[config.mk]
export PLATFORM = sky130hd
export DESIGN_NAME = sab_dev_flat
export DESIGN_NICKNAME = d
export VERILOG_FILES = /design/src/shared/sab_pkg.sv /design/src/shared/sab_if.sv /design/src/core/sab_dev.sv /design/src/flat_wrapper.sv
export SDC_FILE = /design/constraint.sdc
export NUM_CORES = 1
export LEC_CHECK = 0
export BUFFER_PORTS_ARGS = -buffer_cell sky130_fd_sc_hd__buf_2
export CAP_MARGIN = 30
export CELL_PAD_IN_SITES_DETAIL_PLACEMENT = 1
export CELL_PAD_IN_SITES_GLOBAL_PLACEMENT = 1
export CORE_AREA = 2 2 84 86
export CTS_CLUSTER_DIAMETER = 60
export CTS_CLUSTER_SIZE = 40
export DETAILED_ROUTE_END_ITERATION = 8
export DIE_AREA = 0 0 86 88
export HOLD_SLACK_MARGIN = 0.06
export PLACE_DENSITY_LB_ADDON = 0.1
export SLEW_MARGIN = 10
export SYNTH_ARGS = -nofsm -noshare
export SYNTH_HDL_FRONTEND = slang
export SYNTH_SLANG_ARGS = --single-unit
[constraint.sdc]
create_clock -name i_sys_clk -period 3.3 [get_ports i_sys_clk]
set_input_delay 0.33 -clock i_sys_clk [delete_from_list [all_inputs] [get_ports i_sys_clk]]
set_output_delay 0.33 -clock i_sys_clk [all_outputs]
set_load 0.03 [all_outputs]
[src/shared/sab_pkg.sv]
// Package for the converter bus interface: widths, timing and states
package sab_pkg;
  localparam int SAB_RES_W = 12;
  localparam int SAB_BUS_W = 12;
  localparam int SAB_MSB_W = 4;
  localparam int SAB_LSB_W = 8;
  localparam int SAB_CNT_W = 4;
  // Conversion clock and bit timing
  localparam int SAB_SYS_HZ = 40000000;
  localparam int SAB_CONV_HZ = 1250000;
  localparam int SAB_CONV_DIV = SAB_SYS_HZ / SAB_CONV_HZ;
  localparam int SAB_DIV_W = 6;
  localparam logic [SAB_DIV_W-1:0] SAB_DIV_LAST = 6'(SAB_CONV_DIV - 1);
  localparam logic [SAB_CNT_W-1:0] SAB_CONV_CLKS = 4'hD;
  localparam logic [SAB_CNT_W-1:0] SAB_FIRST_BIT_CLK = 4'h2;
  localparam logic [SAB_CNT_W-1:0] SAB_CNT_ZERO = 4'h0;
  localparam logic [SAB_CNT_W-1:0] SAB_CNT_ONE = 4'h1;
  localparam logic [SAB_RES_W-1:0] SAB_RES_ZERO = 12'h000;
  localparam logic [SAB_RES_W-1:0] SAB_RES_MSB = 12'h800;
  // Host idle gap between reads, in bus clocks
  localparam logic [9:0] SAB_HOST_GAP = 10'h200;
  localparam logic [9:0] SAB_GAP_ZERO = 10'h000;

  typedef enum logic [1:0] {
    SAB_H_IDLE,
    SAB_H_READ,
    SAB_H_WAIT
  } sab_host_state_e;

  // Data bus word as seen on the 12-bit host side
  function automatic logic [SAB_BUS_W-1:0] sab_bus_word(input logic [SAB_RES_W-1:0] res,
                                                       input logic upper);
    logic [SAB_BUS_W-1:0] w;
    w = {res[SAB_RES_W-1 -: SAB_MSB_W], res[SAB_LSB_W-1:0]};
    if (upper) begin
      w[SAB_LSB_W-1:0] = {4'h0, res[SAB_RES_W-1 -: SAB_MSB_W]};
    end
    return w;
  endfunction
endpackage

[src/shared/sab_if.sv]
// Interface joining the converter and its host on the parallel bus
interface sab_if;
  logic sel_n;
  logic rd_n;
  logic upper_byte_select;
  logic busy_n;
  logic [11:0] result_data_outputs;
  logic data_oe;
  logic [11:0] host_bus;
  assign host_bus = data_oe ? result_data_outputs : 12'hFFF;
  modport dev (
    input sel_n,
    input rd_n,
    input upper_byte_select,
    output busy_n,
    output result_data_outputs,
    output data_oe
  );
  modport host (
    output sel_n,
    output rd_n,
    output upper_byte_select,
    input busy_n,
    input host_bus
  );
endinterface

[src/core/sab_dev.sv]
// Converter end: conversion sequencer and three-state result bus
// Functional notes
// - Result as 12-bit word or byte pair
// - Result right justified, LSB rightmost
// - Upper byte select steers low-byte multiplexer
// - Top four outputs always carry MSBs
// - Eight-bit host reads two lower bytes
// - Read-ahead and wait-state styles supported
// - Read-ahead read returns previous, starts new
// - Host pairs reads, keeps second value
// - Wait-state read holds host until done
// - Select and read fall start conversion
// - Busy low during conversion, high latches
// - Thirteen clocks, MSB first, unstoppable
// - Upper byte read starts no conversion
module sab_dev
  import sab_pkg::*;
(
  input wire logic i_sys_clk,
  input wire logic i_arst_n,
  input wire logic [SAB_RES_W-1:0] i_analog_code,
  output logic o_conv_tick,
  sab_if.dev bus
);
  typedef struct packed {
    // Conversion clock divider
    logic [SAB_DIV_W-1:0] div;
    // One-cycle conversion clock enable
    logic tick;
    // Strobe seen last cycle, for the start edge
    logic strobe_d;
    logic busy;
    // Conversion clocks since start
    logic [SAB_CNT_W-1:0] clks;
    // Approximation register
    logic [SAB_RES_W-1:0] approx;
    // Bit under trial, walks from MSB down
    logic [SAB_RES_W-1:0] trial;
    // Output latch, updated only at end of conversion
    logic [SAB_RES_W-1:0] latch;
    logic busy_n;
    // Three-state enable of the result outputs
    logic oe;
    // Registered result outputs
    logic [SAB_BUS_W-1:0] data;
  } sab_dev_s;

  // Quiet bus after reset: busy released, outputs floating
  localparam sab_dev_s DEV_IDLE = '{
    div: '0,
    tick: 1'b0,
    strobe_d: 1'b0,
    busy: 1'b0,
    clks: SAB_CNT_ZERO,
    approx: SAB_RES_ZERO,
    trial: SAB_RES_ZERO,
    latch: SAB_RES_ZERO,
    busy_n: 1'b1,
    oe: 1'b0,
    data: SAB_RES_ZERO
  };

  sab_dev_s st_r;
  sab_dev_s st_nxt;

  // Decode results, kept apart from the state copy
  logic strobe;
  logic start_edge;
  logic tick_due;
  logic decide_now;
  logic last_clk;
  logic keep_bit;
  logic [SAB_RES_W-1:0] candidate;
  logic [SAB_RES_W-1:0] approx_nxt;
  logic [SAB_RES_W-1:0] latch_nxt;
  logic [SAB_BUS_W-1:0] word_nxt;

  // Both strobes low; enable and start detector share it
  function automatic logic dev_strobe(
    input logic sel_n,
    input logic rd_n
  );
    logic both_low;
    both_low = !sel_n && !rd_n;
    return both_low;
  endfunction

  // Bit trials run from the second tick to the thirteenth
  function automatic logic dev_decide(
    input logic busy,
    input logic tick,
    input logic [SAB_CNT_W-1:0] clks,
    input logic [SAB_RES_W-1:0] trial
  );
    logic in_window;
    logic bits_left;
    in_window = clks >= SAB_FIRST_BIT_CLK - SAB_CNT_ONE;
    bits_left = trial != SAB_RES_ZERO;
    return busy && tick && in_window && bits_left;
  endfunction

  // Thirteenth conversion clock ends the conversion
  function automatic logic dev_last(
    input logic busy,
    input logic tick,
    input logic [SAB_CNT_W-1:0] clks
  );
    logic at_end;
    at_end = clks == SAB_CONV_CLKS - SAB_CNT_ONE;
    return busy && tick && at_end;
  endfunction

  // One output bit: top lanes carry MSBs, low lanes follow the byte select
  function automatic logic dev_lane(
    input logic [SAB_RES_W-1:0] res,
    input logic upper,
    input int idx
  );
    logic bit_v;
    if (idx >= SAB_LSB_W) begin
      bit_v = res[idx];
    end else if (!upper) begin
      bit_v = res[idx];
    end else if (idx < SAB_MSB_W) begin
      bit_v = res[SAB_LSB_W + idx];
    end else begin
      bit_v = 1'b0;
    end
    return bit_v;
  endfunction

  assign strobe = dev_strobe(bus.sel_n, bus.rd_n);
  // Strobes while busy are ignored; upper byte reads start nothing
  assign start_edge = strobe && !st_r.strobe_d && !bus.upper_byte_select
    && !st_r.busy;
  assign tick_due = st_r.div == SAB_DIV_LAST;

  assign decide_now = dev_decide(st_r.busy, st_r.tick, st_r.clks, st_r.trial);
  assign last_clk = dev_last(st_r.busy, st_r.tick, st_r.clks);
  assign candidate = st_r.approx | st_r.trial;
  // Comparator stand-in: the trial bit stays when the input reaches it
  assign keep_bit = i_analog_code >= candidate;
  assign approx_nxt = (decide_now && keep_bit) ? candidate : st_r.approx;
  // New result reaches the latch with the last decision, so busy and data agree
  assign latch_nxt = last_clk ? approx_nxt : st_r.latch;

  // One lane per output bit; the top four always carry the MSBs
  for (genvar gi = 0; gi < SAB_BUS_W; gi++) begin : g_lane
    assign word_nxt[gi] = dev_lane(latch_nxt, bus.upper_byte_select, gi);
  end

  always_comb begin
    st_nxt = st_r;
    st_nxt.strobe_d = strobe;
    st_nxt.tick = tick_due;
    if (tick_due) begin
      st_nxt.div = '0;
    end else begin
      st_nxt.div = st_r.div + 1'b1;
    end

    if (st_r.busy) begin
      // No restart while busy: it would corrupt pending decisions
      if (st_r.tick) begin
        st_nxt.clks = st_r.clks + SAB_CNT_ONE;
      end
      if (decide_now) begin
        st_nxt.trial = st_r.trial >> 1;
      end
      st_nxt.approx = approx_nxt;
      if (last_clk) begin
        st_nxt.busy = 1'b0;
      end
    end else if (start_edge) begin
      st_nxt.busy = 1'b1;
      st_nxt.clks = SAB_CNT_ZERO;
      st_nxt.approx = SAB_RES_ZERO;
      st_nxt.trial = SAB_RES_MSB;
    end

    st_nxt.latch = latch_nxt;
    st_nxt.busy_n = !st_nxt.busy;
    // Enable lags the strobes by one clock, outputs stay registered
    st_nxt.oe = strobe;
    // Latch holds last result so a read-ahead read sees old data
    st_nxt.data = word_nxt;
  end

  always_ff @(posedge i_sys_clk or negedge i_arst_n) begin
    if (!i_arst_n) begin
      st_r <= DEV_IDLE;
    end else begin
      st_r <= st_nxt;
    end
  end

  assign bus.busy_n = st_r.busy_n;
  assign bus.data_oe = st_r.oe;
  assign bus.result_data_outputs = st_r.data;
  assign o_conv_tick = st_r.tick;
endmodule

[src/flat_wrapper.sv]
// flat-port wrapper written by rule: the top's interface ports become plain ports
module sab_dev_flat import sab_pkg::*;
  (i_sys_clk, i_arst_n, i_analog_code, o_conv_tick, bus_sel_n, bus_rd_n, bus_upper_byte_select, bus_busy_n, bus_result_data_outputs, bus_data_oe);
  sab_if bus_i ();
  input wire logic i_sys_clk;
  input wire logic i_arst_n;
  input wire logic [SAB_RES_W-1:0] i_analog_code;
  output logic o_conv_tick;
  input wire logic [$bits(bus_i.sel_n)-1:0] bus_sel_n;
  input wire logic [$bits(bus_i.rd_n)-1:0] bus_rd_n;
  input wire logic [$bits(bus_i.upper_byte_select)-1:0] bus_upper_byte_select;
  output wire logic [$bits(bus_i.busy_n)-1:0] bus_busy_n;
  output wire logic [$bits(bus_i.result_data_outputs)-1:0] bus_result_data_outputs;
  output wire logic [$bits(bus_i.data_oe)-1:0] bus_data_oe;
  assign bus_i.sel_n = bus_sel_n;
  assign bus_i.rd_n = bus_rd_n;
  assign bus_i.upper_byte_select = bus_upper_byte_select;
  assign bus_busy_n = bus_i.busy_n;
  assign bus_result_data_outputs = bus_i.result_data_outputs;
  assign bus_data_oe = bus_i.data_oe;
  sab_dev u_core (.i_sys_clk(i_sys_clk), .i_arst_n(i_arst_n), .i_analog_code(i_analog_code), .o_conv_tick(o_conv_tick), .bus(bus_i));
endmodule
==> flow_metrics.py <==
metrics = {
    "worst_setup_path": {
        "r2r_slack_ns": 0.39,
        "cp_cell_sequence": "or2_2 -> ha_1 -> nand2b_1 -> a2111oi_2 -> o311ai_2 -> buf_4 -> o41a_1 -> mux2_2",
        "crit_cells": 8,
        "endpoint": "u_core.bus.result_data_outputs[2]",
        "worstSetupStartpoint": "u_core.st_r[26]",
        "crit_arrival_ns": 3.11,
        "cp_num_buf_inv": 1,
        "cp_top_family": "compound AO/OA/AOI/OAI gates",
        "reg2reg_depth": 8,
        "critPathRequiredTime_ns": 3.50,
        "cp-start-kind": "flip-flop",
        "critPathCaptureType": "flip-flop",
        "slowest_delay_ns": 0.41,
        "crit_type": "flip-flop to flip-flop",
        "critPathSlowestCell": "dfrtp_1",
        "r2r-end": "u_core.bus.result_data_outputs[2]",
        "crit_fanout": 11,
        "rr_startpoint": "u_core.st_r[26]",
    },
    "detailed_routing": {
        "route.final.wire_length_mm": 6.70,
        "drt_pre_antenna_iters": 4,
        "initialDrtViolationCount": 78,
        "routed-via-count": 2171,
        "route.detailed.drc": 0,
        "viasPerCell": 5.40,
        "detail-route-antenna-nets": 0,
        "wl_per_cell_um": 16.7,
    },
    "job": {
        "cap_violations": 0,
    },
    "power": {
        "power_mw": 2.17,
        "sequentialPowerShare": 0.469,
        "power_frac_comb": 0.227,
        "ir_drop_mv": 0.289,
        "power.switching_uw": 720,
        "p_per_area_mw_per_mm2": 657,
        "p_clk_frac": 0.303,
        "p_int_mw": 1.45,
        "swShare": 0.331,
        "leakage_nw": 1.58,
    },
    "final_layout": {
        "antenna_cells": 0,
        "area_delta_synth_final_pct": 14.1,
        "fillers": 781,
        "final_nets": 350,
        "drive_gt1_frac": 0.202,
        "final_util": 0.498,
    },
    "sta": {
        "period_share": 0.881,
        "slew_headroom": 0.436,
        "finalMaxSlewViolations": 0,
        "worstMarginPinSlew_ns": 0.844,
        "fmax_ghz": 0.344,
        "fin_tns_setup_ns": 0,
        "hold_viol_final": 0,
        "setup_viol": 0,
        "setup_slack_ns": 0.391,
        "rsz0062_at_grt": "no",
        "min_period_ns": 2.91,
        "worst_clock_skew_ns": 0.0109,
    },
    "die": {
        "dieArea_mm2": 0.00757,
        "start_util": 0.436,
        "ioPinCount": 32,
        "die_x_um": 86,
        "die_h_um": 88,
        "rows": 30,
        "coreArea_mm2": 0.00664,
    },
    "synthesis": {
        "synth_most_common_cell": "dfrtp_1",
        "ys_seq_area_frac": 0.501,
        "synth_edf_count": 0,
        "yosysWarnings": 0,
        "synth_area_leaders": "dfrtp_1 49%, ha_1 6.9%, buf_4 3.9%",
        "netlist_instances": 289,
        "yosys.area.top_type": "dfrtp_1",
        "synthFlopType": "dfrtp_1",
        "synth.net_count": 322,
        "syn-cell-area_mm2": 0.00290,
        "synth_common_cells": "57 x dfrtp_1, 29 x nand2_1, 28 x nor2_1, 25 x inv_1",
        "syn_area_per_cell_um2": 10.0,
        "ys_ff_latch": 58,
        "synth.distinct_cells": 39,
        "yosysTopAreaCellShare": 0.492,
        "synthArstFlopShare": 1.00,
    },
    "grt": {
        "antenna_found_initial": 0,
        "grt_max_degree": 28,
        "grt_busiest_layer": "met2",
        "grt_pass1_wl_mm": 11.4,
        "track_usage": 0.196,
        "grt_pass1_vias": 2345,
        "grt_util_met1": 0.250,
        "use_met3": 0.0311,
        "grt_remaining_overflow": 0,
        "grt_util_met2": 0.340,
    },
    "cts": {
        "cts_tree": "yes",
        "cts_resized": 0,
        "h-tree-depth": 3,
        "cts-root-buf": "clkbuf_8",
        "cts_setup_buffers": 0,
        "cts.sinks": 58,
        "cts_buffers": 9,
        "clock_latency_ns": 0.32,
        "path_clk_slew_ns": 0.07,
        "cts_buffer_depth": 2,
    },
    "placement": {
        "gp_congestion": 0.801,
        "post-place-ws_ns": 0.404,
        "io_buffers": 31,
        "hpwlAfterDp_mm": 4.88,
    },
    "run_status": {
        "status": "complete, no violations",
    },
    "worst_hold_path": {
        "hold_class": "input port to flip-flop",
    },
}
[stage by stage]
step | cells | hold slack, ns | area, um2
2_1_floorplan | 289 | 0.0344 | 2900
3_3_place_gp | 384 | 0.478 | 3080
3_5_place_dp | 385 | 0.339 | 3100
4_1_cts | 402 | 0.149 | 3310
5_1_grt | 402 | 0.157 | 3310
6_report | 402 | 0.164 | 3310
[layer usage]
layer  wire length (um)  part of all wire  up-vias
met5                  0                 0        -
met4                 64            0.0095        0
met3                135             0.020        8
met2               3240              0.48       28
met1               3260              0.49     1089
li1                   -                 -     1046
[final cells by class]
type,instances,area [um2],share of cell area
sequential,58,1450,0.439
tap,80,100,0.0303
multi-input combinational,180,1200,0.364
timing repair buffer,43,260,0.0787
inverter,25,93.8,0.0284
clock buffer,14,163,0.0492
clock inverter,2,35.0,0.0106
[state kept, by name (all words and copies together), names as in the netlist]
register and cells:
u_core.o_conv_tick 1, u_core.bus.result_data_outputs 9, u_core.bus.busy_n 1, u_core.st_r 47
[what timing repair did]
item,4_1_cts,5_1_grt
hold buffers,1,0
setup endpoints to repair,0,0
endpoints found under the hold margin,20,0
[cells by family (layout without fill, tap and decap cells)]
logic type,Yosys count,after routing,synth area share
multiplexers,12,12,0.0436
AO/OA/AOI/OAI,63,63,0.154
AND/OR/NAND/NOR,84,84,0.131
flip-flops,58,58,0.501
buffers and inverters,51,84,0.0867
adder cells (fa/ha/maj),16,16,0.0691
XOR/XNOR,5,5,0.0151
[power by group through the flow]
| stage | Combinational (mW) | Sequential, mW | Clock, mW |
|---|---|---|---|
| final | 0.494 | 1.02 | 0.659 |
| after global routing | 0.572 | 1.04 | 0.717 |
| after CTS | 0.503 | 1.02 | 0.682 |
| after detailed placement | 0.499 | 1.03 | 0 |
| after global placement | 0.478 | 1.02 | 0 |
| after floorplan | 0.373 | 0.980 | 0 |
[worst min-delay path by stage]
stage | start | slack, ns | to | depth (start not counted)
global route | bus_sel_n | 0.16 | u_core.st_r[55] | 2
floorplan | i_arst_n | 0.03 | u_core.bus.result_data_outputs[0] | 0
detailed placement | i_arst_n | 0.34 | u_core.bus.result_data_outputs[1] | 1
finish | bus_sel_n | 0.16 | u_core.st_r[55] | 2
CTS | bus_sel_n | 0.15 | u_core.st_r[55] | 2
global placement | u_core.st_r[61] | 0.48 | u_core.st_r[61] | 1
[cell usage in the layout (no fill, tap or decap), drive strengths merged, types with 2 or more instances in the layout]
cell	count
nand2	29
o211ai	13
mux2	5
ha	16
nand3	8
buf	42
inv	25
and3	3
o21a	2
nand2b	2
o41a	8
a211oi	4
mux2i	7
xor2	4
a21o	2
o21ai	12
a21oi	16
clkbuf	14
nor4	4
dfrtp	57
nor2	28
nand4	2
and4	2
Power figures use the tool's default switching activity.
